--- config.mk ---
export PLATFORM = sky130hd
export DESIGN_NAME = dual_supply_reset_watchdog
export DESIGN_NICKNAME = d
export VERILOG_FILES = /design/src/design/supervisor_pkg.sv /design/src/design/dual_supply_reset_watchdog.sv
export SDC_FILE = /design/constraint.sdc
export NUM_CORES = 1
export LEC_CHECK = 0
export BUFFER_PORTS_ARGS = -buffer_cell sky130_fd_sc_hd__clkbuf_2
export CORE_ASPECT_RATIO = 0.75
export CORE_MARGIN = 8
export CORE_UTILIZATION = 30
export DETAILED_ROUTE_END_ITERATION = 7
export MAX_ROUTING_LAYER = met4
export SLEW_MARGIN = 0
export SYNTH_ARGS = -nofsm -noshare
export SYNTH_HDL_FRONTEND = slang
export SYNTH_SLANG_ARGS = --single-unit
--- constraint.sdc ---
create_clock -name i_clk -period 2.86 [get_ports i_clk]
set_input_delay 0 -clock i_clk [delete_from_list [all_inputs] [get_ports i_clk]]
set_output_delay 0 -clock i_clk [all_outputs]
set_load 0.02 [all_outputs]
--- src/design/supervisor_pkg.sv ---
// Purpose: Shared constants for the dual supply reset and watchdog block
// Assumes: 100 MHz system clock
// Notes:   Times are held in their own unit and turned into cycle counts
package supervisor_pkg;

  // ==========================================================================
  // Clock
  // ==========================================================================
  localparam int unsigned CLK_HZ          = 100_000_000;

  // ==========================================================================
  // Timing figures
  // ==========================================================================
  localparam int unsigned RESET_HOLD_MS   = 140;
  localparam int unsigned WD_INITIAL_MS   = 35_000;
  localparam int unsigned WD_NORMAL_MS    = 1_120;
  localparam int unsigned CYC_PER_MS      = CLK_HZ / 1_000;

  localparam longint unsigned RESET_HOLD_CYC =
    64'(RESET_HOLD_MS) * 64'(CYC_PER_MS);
  localparam longint unsigned WD_INITIAL_CYC =
    64'(WD_INITIAL_MS) * 64'(CYC_PER_MS);
  localparam longint unsigned WD_NORMAL_CYC  =
    64'(WD_NORMAL_MS) * 64'(CYC_PER_MS);

  // ==========================================================================
  // Counter widths
  // ==========================================================================
  localparam int unsigned CNT_W           = 32;

  // Manual reset synchroniser reset value: that input idles high after reset
  localparam logic [1:0]  SYNC_RST        = 2'h3;

endpackage

--- src/design/dual_supply_reset_watchdog.sv ---
// Purpose: Reset supervisor combining supply, manual and watchdog causes
// Assumes: Undervoltage flags come from analog comparators, active high
// Notes:   All timing comes from the single 100 MHz clock
`timescale 1ns/10ps

// How it works
// - Secondary reset low while either supply flag or manual reset is active.
// - Secondary reset held one hold period after supplies and manual recover.
// - Manual reset low holds reset, then one more hold period after release.
// - Unconnected manual reset input reads high, so it never resets.
// - Watchdog input static past timeout fires reset for one hold period.
// - Watchdog counter cleared on any reset and on each kick edge.
// - After each reset the watchdog uses the long initial timeout.
// - First kick edge switches the watchdog to the short normal timeout.
// - Primary reset asserts on auxiliary undervoltage, stretched by hold time.
// - A new fault before the hold period ends restarts the hold counter.
// - Primary reset also asserts when the watchdog expires.
// - Power-fail flag follows its comparator, released with no stretch.
module dual_supply_reset_watchdog
  import supervisor_pkg::*;
#(
  parameter longint unsigned HOLD_CYC    = supervisor_pkg::RESET_HOLD_CYC,
  parameter longint unsigned WD_INIT_CYC = supervisor_pkg::WD_INITIAL_CYC,
  parameter longint unsigned WD_NORM_CYC = supervisor_pkg::WD_NORMAL_CYC
) (
  // Clock and reset
  input  wire logic i_clk,
  input  wire logic i_nrst,
  // Monitor flags from comparators, high when below threshold
  input  wire logic i_primary_supply_low,
  input  wire logic i_secondary_supply_low,
  input  wire logic i_aux_undervoltage_in,
  input  wire logic i_powerfail_sense,
  // Manual reset and watchdog pins
  input  wire logic i_manual_reset_n,
  input  wire logic i_watchdog_kick,
  // Outputs to the processor
  output logic      o_primary_reset_n,
  output logic      o_secondary_reset_n,
  output logic      o_powerfail_flag_n,
  output logic      o_watchdog_normal
);
  import supervisor_pkg::*;

  // ==========================================================================
  // State
  // ==========================================================================
  typedef struct packed {
    logic [1:0]       mr_sync;
    logic [1:0]       wd_sync;
    logic [1:0]       sup_sync;
    logic [1:0]       aux_sync;
    logic [1:0]       pf_sync;
    logic             wd_last;
    logic             wd_normal;
    logic [CNT_W-1:0] wd_cnt;
    logic [CNT_W-1:0] hold1;
    logic [CNT_W-1:0] hold2;
    logic             primary_reset_n_n;
    logic             secondary_reset_n_n;
    logic             pf_n;
  } state_t;

  localparam logic [CNT_W-1:0] HOLD_C = CNT_W'(HOLD_CYC);
  localparam logic [CNT_W-1:0] WDI_C  = CNT_W'(WD_INIT_CYC);
  localparam logic [CNT_W-1:0] WDN_C  = CNT_W'(WD_NORM_CYC);

  state_t st;
  state_t next_st;

  logic sec_fault;
  logic pri_fault;
  logic wd_edge;
  logic wd_expire;
  logic [CNT_W-1:0] wd_limit;

  // ==========================================================================
  // Combinational next state
  // ==========================================================================
  always_comb begin
    next_st = st;
    // Pins pass two flops; a floating manual reset is pulled high upstream
    next_st.mr_sync  = {st.mr_sync[0], i_manual_reset_n};
    next_st.wd_sync  = {st.wd_sync[0], i_watchdog_kick};
    next_st.sup_sync = {st.sup_sync[0],
                        i_primary_supply_low | i_secondary_supply_low};
    next_st.aux_sync = {st.aux_sync[0], i_aux_undervoltage_in};
    next_st.pf_sync  = {st.pf_sync[0], i_powerfail_sense};
    next_st.wd_last  = st.wd_sync[1];

    sec_fault = st.sup_sync[1] | ~st.mr_sync[1];
    wd_edge   = st.wd_sync[1] ^ st.wd_last;
    wd_limit  = st.wd_normal ? WDN_C : WDI_C;
    wd_expire = st.primary_reset_n_n && (st.wd_cnt >= wd_limit - 1'b1);
    pri_fault = sec_fault | st.aux_sync[1] | wd_expire;

    // Secondary reset: supplies and manual reset only
    if (sec_fault) begin
      next_st.hold2  = '0;
      next_st.secondary_reset_n_n = 1'b0;
    end else if (!st.secondary_reset_n_n) begin
      if (st.hold2 >= HOLD_C - 1'b1) begin
        next_st.secondary_reset_n_n = 1'b1;
      end else begin
        next_st.hold2 = st.hold2 + 1'b1;
      end
    end

    // Primary reset: every cause
    if (pri_fault) begin
      next_st.hold1  = '0;
      next_st.primary_reset_n_n = 1'b0;
    end else if (!st.primary_reset_n_n) begin
      if (st.hold1 >= HOLD_C - 1'b1) begin
        next_st.primary_reset_n_n = 1'b1;
      end else begin
        next_st.hold1 = st.hold1 + 1'b1;
      end
    end

    // Watchdog counter and mode
    if (!st.primary_reset_n_n || pri_fault) begin
      next_st.wd_cnt    = '0;
      next_st.wd_normal = 1'b0;
    end else if (wd_edge) begin
      next_st.wd_cnt    = '0;
      next_st.wd_normal = 1'b1;
    end else begin
      next_st.wd_cnt = st.wd_cnt + 1'b1;
    end

    next_st.pf_n = ~st.pf_sync[1];
  end

  // ==========================================================================
  // Registers
  // ==========================================================================
  always_ff @(posedge i_clk) begin
    if (!i_nrst) begin
      st          <= '0;
      st.mr_sync  <= SYNC_RST;
      st.pf_sync  <= '0;
      st.pf_n     <= 1'b1;
    end else begin
      st <= next_st;
    end
  end

  assign o_primary_reset_n   = st.primary_reset_n_n;
  assign o_secondary_reset_n = st.secondary_reset_n_n;
  assign o_powerfail_flag_n  = st.pf_n;
  assign o_watchdog_normal   = st.wd_normal;
endmodule // dual_supply_reset_watchdog

==> out/results.tsv, run 1 <==
stage	metric	value	unit
die	die area	21300	sq um
synth	synthesis warning total	0	
synth	EDFF count, synth	0	
worst_setup_path	critical path class	reg2reg	
sta	Hold Violations, Final	0	
grt	first-pass GRT wire length	16600	um
route	antenna viol nets, final	0	
grt	largest net degree at the start of global routing	30	
min_path	Hold WC Path Type	reg2reg	
place	port buffer count	11	
die	Die Ht	128	um
synth	leading area contributor after synthesis	dfxtp_1	
cells_and_area	most frequent cells in the layout	dfxtp_1, nor2_1, nand2_1	
route	drt total wl	10000	um
flow_run	Max-Cap Viols	0	
sta	headroom to the max-slew limit	43.3	%
clocking	clock-pin slew on the worst setup and hold paths	80	ps
sta	# setup viols final	0	
grt	Global Route Usage Sum	9.65	%
synth	unique cell type count in the Yosys netlist	52	
power_and_ir_drop	clock power share	44.1	%
power_and_ir_drop	P_sw	630	uW
worst_setup_path	Critical Path AT	2860	ps
synth	Syn Nets	596	
worst_setup_path	most frequent CP cell	or4_1	
place	hpwl dp	6900	um
sta	maximum clock rate	380	MHz
power_and_ir_drop	Switching Share	21.5	%
grt	M2 GR Usage	12.8	%
cells_and_area	Antenna diodes	0	
worst_setup_path	Crit path required time	3090	ps
route	First-pass DRT Iterations	5	
clocking	Root Buffer	clkbuf_16	
power_and_ir_drop	Power Density	512	nW/um^2
synth	FFs w/ async S/R, synth	0	%
run_status	outcome	complete, no violations	
place	GPL Wtd Cong	0.749	
cells_and_area	FF+latch area	2220	sq um
clocking	Inserted Clock Buffers	9	
synth	Avg Cell Area, Syn	8.81	sq um
sta	RSZ-0062 raised after global routing	no	
clocking	Post-CTS Resized	0	
worst_setup_path	Slowest cell on crit path	or4_1	
worst_setup_path	CP peak stage delay	570	ps
synth	Main synth FF type	dfxtp_1	
worst_setup_path	Worst Setup Start Kind	flip-flop	
cells_and_area	P&R area growth vs syn	13.2	%
route	WL/cell	12.4	um
power_and_ir_drop	Max rail drop VDD	277	uV
cells_and_area	most common cell after layout, fill and taps aside	dfxtp_1	
synth	post-synthesis register bit count	111	
grt	initial antenna violation count	0	
power_and_ir_drop	register share of total power	53.5	%
sta	Final period util	92.0	%
die	placement row count	41	
cells_and_area	multi-input logic area	2660	sq um
sta	hold slack final	366	ps
route	vias post-DR	3887	
route	Via density	4.79	
sta	fin. max-slew vios	0	
sta	worst slew pin tran	850	ps
worst_setup_path	reg2reg setup slack	230	ps
grt	global-route met3 utilization	3.28	%
clocking	clock latency on the worst-skew pair	360	ps
cells_and_area	FILL cells	1724	
die	Die W	166	um
worst_setup_path	cell breakdown of the critical path	inv_1 > ha_1 > nand4b_1 > or4_1 > or4_1 > nand2_2 > buf_4 > nor2_1	
power_and_ir_drop	internal power	2300	uW
worst_setup_path	crit path capture type	flip-flop	
grt	grt met1 use	13.2	%
clocking	Sink Count	111	
cells_and_area	Final #Nets	615	
die	Initial Util	30.4	%
synth	Post-Syn Area	5050	sq um
sta	Worst Skew	10.1	ps
clocking	CTS tree	built	
power_and_ir_drop	total power	2930	uW
synth	Post-Syn Instances	573	
power_and_ir_drop	Combinational Power Share	2.4	%
synth	sequential-to-total area share from yosys stat	44.0	%
die	Ports	12	
route	DRT iter0 DRCs	267	
synth	cell types occupying the most area after synthesis	dfxtp_1, nor2_1, xor2_1, xnor2_1, nand4_1	
grt	gr busiest metal	met1	
power_and_ir_drop	Lkg Pwr	0.00195	uW
sta	Total Neg Setup Slack	0	ps
clocking	Clock Tree Buf Depth	2	
cells_and_area	share of layout cells above drive strength 1	6.88	%
route	DRC	0	
grt	total grt overflow	0	
worst_setup_path	Crit Path Max Fanout	29	
synth	Synth top area share	44.0	%
grt	vias in the first global route	3355	
sta	minimum clock period	2630	ps
die	Core Region	16600	sq um
clocking	H-tree depth reported by CTS	3	
path summary, 6_finish.rpt:
kind                                         from                 end  cells after the start
worst min register to register            st[102]  o_powerfail_flag_n                      1
worst min-delay path                      st[102]  o_powerfail_flag_n                      1
worst max register to register  o_watchdog_normal              st[96]                      8
worst max-delay path            o_watchdog_normal              st[96]                      8
timing repair:
| action | 4_1_cts | 5_1_grt |
|---|---|---|
| hold buffers | 8 | 0 |
| hold endpoints to repair | 7 | 0 |
| buffers inserted | 0 | 0 |
logic make-up after synthesis:
logic type,after synthesis,share of synthesized area [%]
AO/OA/AOI/OAI,63,8.28
XOR/XNOR,59,10.2
adder cells (fa/ha/maj),15,3.72
buffers and inverters,33,3.32
flip-flops,111,44.0
multiplexers,1,0.198
AND/OR/NAND/NOR,291,30.2
sequential cells by signal, summed over array words and instances (netlist names):
name and cells:
o_watchdog_normal 1, st 101, next_st 6, o_secondary_reset_n 1, o_powerfail_flag_n 1, o_primary_reset_n 1
power groups by stage:
stage / clock network [uW] / registers [uW] / logic (uW)
after detailed placement: 0 / 1600 / 63.8
after global routing: 1410 / 1570 / 79.2
after floorplan: 0 / 1600 / 44.3
final: 1290 / 1560 / 71.4
after CTS: 1340 / 1560 / 72.9
after global placement: 0 / 1600 / 63.9
stage by stage:
step                      setup WS [ps]  std cells  util [%]  cell area, sq um
after detailed placement            234        788      32.0              5320
after global placement              274        788      32.0              5320
after CTS                           214        811      34.4              5710
after floorplan                     192        573         -              5050
final                               229        811      34.4              5710
after global routing               54.3        811      34.4              5710
layout make-up:
class	instances	area share [%]
Clock buffer	10	4.18
Inverter	15	0.986
Multi-Input combinational cell	429	46.5
Sequential cell	111	38.9
Tap cell	215	4.71
Timing Repair Buffer	26	3.51
Clock inverter	5	1.18
metal layers:
metal	wire, um	up-vias
li1	-	2072
met1	5510	1755
met2	3910	50
met3	476	10
met4	131	0
met5	0	-
cells in the mapped netlist, drive strengths merged, types with 2 or more instances:
| cell | instances |
|---|---|
| dfxtp | 111 |
| nor2 | 84 |
| nand2 | 44 |
| xor2 | 34 |
| nand4 | 33 |
| nand3 | 27 |
| and2 | 25 |
| xnor2 | 25 |
| a21oi | 20 |
| and3 | 15 |
| ha | 15 |
| inv | 15 |
| nor4 | 13 |
| buf | 10 |
| nor3 | 10 |
| or4 | 10 |
| o31ai | 9 |
| a211oi | 8 |
| clkbuf | 8 |
| o21ai | 8 |
| or3 | 6 |
| and4 | 5 |
| nand2b | 5 |
| o211ai | 5 |
| nand3b | 3 |
| nand4b | 3 |
| a21o | 2 |
| and4b | 2 |
| o21a | 2 |
| or2 | 2 |
critical path, delay by kind of cell, from the launching register on:
family / cells / cell delay (ps)
and+or+nand+nor: 5 / 1380
adders and majority gates: 1 / 340
buffers and inverters: 2 / 440
DFF: 1 / 330
Power figures use the tool's default switching activity.
==> run 2: changes to the inputs <==
CORE_MARGIN = unset   (was 8)
==> run 2 against run 1 <==
  * Critical path type unchanged
  * Global-route usage increased by 3.9 points
  * Clock skew fell by 3.1 ps
  * Largest power group unchanged
  * First-iteration DRC count grew 13%
  * Die area is 18% lower
==> out/results.tsv, run 2 (synthesis gave the netlist of run 1 again) <==
stage	metric	value	unit	change
sta	Worst Skew	6.94	ps	was 10.1 ps
cells_and_area	share of layout cells above drive strength 1	7.04	%	was 6.88%
die	Initial Util	31.1	%	was 30.4%
route	DRT iter0 DRCs	301		was 267
worst_setup_path	cell breakdown of the critical path	inv_1 > ha_1 > nand4b_1 > or4_1 > or4_1 > nand2_4 > nor2_1		was inv_1 > ha_1 > nand4b_1 > or4_1 > or4_1 > nand2_2 > buf_4 > nor2_1
power_and_ir_drop	Power Density	521	nW/um^2	was 512 nW/um^2
cells_and_area	Final Core Density	35.2	%	was 34.4%
route	drt total wl	10600	um	was 10000 um
die	Die W	152	um	was 166 um
worst_setup_path	Critical Path AT	2860	ps	about the same
cells_and_area	most common cell after layout, fill and taps aside	dfxtp_1		unchanged
worst_setup_path	CP peak stage delay	590	ps	was 570 ps
sta	maximum clock rate	381	MHz	was 380 MHz
cells_and_area	Non-Filler Instances	807		was 811
power_and_ir_drop	internal power	2310	uW	was 2300 uW
cells_and_area	Antenna diodes	0		unchanged
grt	gr busiest metal	met2		was met1
grt	largest net degree at the start of global routing	30		unchanged
die	die area	17300	sq um	was 21300 sq um
sta	fin. max-slew vios	0		unchanged
grt	vias in the first global route	3863		was 3355
clocking	H-tree depth reported by CTS	3		unchanged
power_and_ir_drop	register share of total power	52.5	%	was 53.5%
place	port buffer count	11		unchanged
flow_run	Max-Cap Viols	0		unchanged
place	hpwl dp	7530	um	was 6900 um
min_path	Hold WC Path Type	reg2reg		unchanged
place	Post-Place Worst Slack	56.6	ps	was 234 ps
sta	Total Neg Setup Slack	0	ps	unchanged
grt	global-route met3 utilization	3.27	%	was 3.28%
clocking	Sink Count	111		unchanged
worst_setup_path	Slowest cell on crit path	or4_1		unchanged
clocking	Clock Tree Buf Depth	2		unchanged
die	placement row count	40		was 41
route	First-pass DRT Iterations	5		unchanged
grt	total grt overflow	0		unchanged
worst_setup_path	Worst Path Buf+Inv	1		was 2
worst_setup_path	Crit path required time	3100	ps	was 3090 ps
grt	Global Route Usage Sum	13.6	%	was 9.65%
worst_setup_path	critical path class	reg2reg		unchanged
place	GPL Wtd Cong	0.834		was 0.749
power_and_ir_drop	Lkg Pwr	0.00195	uW	about the same
route	WL/cell	13.2	um	was 12.4 um
place	Inst Count DP	783		was 788
worst_setup_path	most frequent CP cell	or4_1		unchanged
sta	hold slack final	379	ps	was 366 ps
clocking	post-CTS setup buffers	0		unchanged
route	DRC	0		unchanged
die	Ports	12		unchanged
die	Die Ht	114	um	was 128 um
route	antenna viol nets, final	0		unchanged
sta	Hold Violations, Final	0		unchanged
sta	RSZ-0062 raised after global routing	no		unchanged
sta	Final period util	91.7	%	was 92.0%
grt	initial antenna violation count	0		unchanged
route	vias post-DR	4107		was 3887
cells_and_area	P&R area growth vs syn	13.3	%	was 13.2%
power_and_ir_drop	Switching Share	22.4	%	was 21.5%
power_and_ir_drop	P_sw	666	uW	was 630 uW
worst_setup_path	crit path capture type	flip-flop		unchanged
sta	worst slew pin tran	761	ps	was 850 ps
clocking	CTS tree	built		unchanged
cells_and_area	Reg with most FFs	st		unchanged
power_and_ir_drop	clock power share	45.2	%	was 44.1%
clocking	clock latency on the worst-skew pair	360	ps	about the same
sta	# setup viols final	0		unchanged
cells_and_area	most frequent cells in the layout	dfxtp_1, nor2_1, nand2_1		unchanged
grt	first-pass GRT wire length	18200	um	was 16600 um
power_and_ir_drop	Max rail drop VDD	453	uV	was 277 uV
clocking	Inserted Clock Buffers	9		unchanged
worst_setup_path	Worst Setup Start Kind	flip-flop		unchanged
run_status	outcome	complete, no violations		unchanged
power_and_ir_drop	Combinational Power Share	2.3	%	was 2.4%
grt	grt met1 use	17.8	%	was 13.2%
cells_and_area	Final #Nets	615		unchanged
worst_setup_path	Crit path max-delay family	simple AND/OR/NAND/NOR gates		unchanged
sta	minimum clock period	2620	ps	was 2630 ps
clocking	Root Buffer	clkbuf_16		unchanged
worst_setup_path	Crit Path Max Fanout	29		unchanged
sta	final worst setup slack	237	ps	was 229 ps
clocking	clock-pin slew on the worst setup and hold paths	80	ps	about the same
cells_and_area	max reg flops	101		unchanged
route	Via density	5.09		was 4.79
sta	headroom to the max-slew limit	49.2	%	was 43.3%
grt	M2 GR Usage	20.4	%	was 12.8%
die	Core Region	16200	sq um	was 16600 sq um
run 2: final cells by class:
class                      count  area (sq um)
clock buffer                  10           239
clock inverter                 6          86.3
fill                        1635         10500
inverter                      15          56.3
multi-input combinational    429          2660
sequential                   111          2220
tap                          210           263
timing repair buffer          26           188
run 2: timing repair:
item                       4_1_cts  5_1_grt
hold buffers                     8        0
hold endpoints to repair         7        0
resized for setup                0        1
setup endpoints to repair        0       29
run 2: stage by stage:
stage	power [uW]	instance area, sq um
2_1_floorplan	1640	5050
3_3_place_gp	1660	5310
3_5_place_dp	1660	5310
4_1_cts	3020	5710
5_1_grt	3100	5720
6_report	2980	5720
run 2: worst paths after layout:
kind,to,depth (start not counted),slack [ps],from
worst max register to register,st[37],7,240,o_watchdog_normal
worst max-delay path,st[37],7,240,o_watchdog_normal
worst min register to register,o_powerfail_flag_n,1,380,st[102]
worst min-delay path,o_powerfail_flag_n,1,380,st[102]
run 2: power groups by stage:
stage | Sequential (uW) | Clock, uW | Combinational (uW)
2_1_floorplan | 1600 | 0 | 44.3
3_3_place_gp | 1600 | 0 | 56.2
3_5_place_dp | 1600 | 0 | 59.7
4_1_cts | 1560 | 1390 | 68.3
5_1_grt | 1570 | 1460 | 76.5
6_report | 1560 | 1350 | 68.3
run 2: metal layers:
| layer | routed length (um) | up-vias |
|---|---|---|
| met4 | 125 | 0 |
| met1 | 5260 | 1946 |
| met2 | 4820 | 78 |
| li1 | - | 2072 |
| met3 | 420 | 11 |
| met5 | 0 | - |
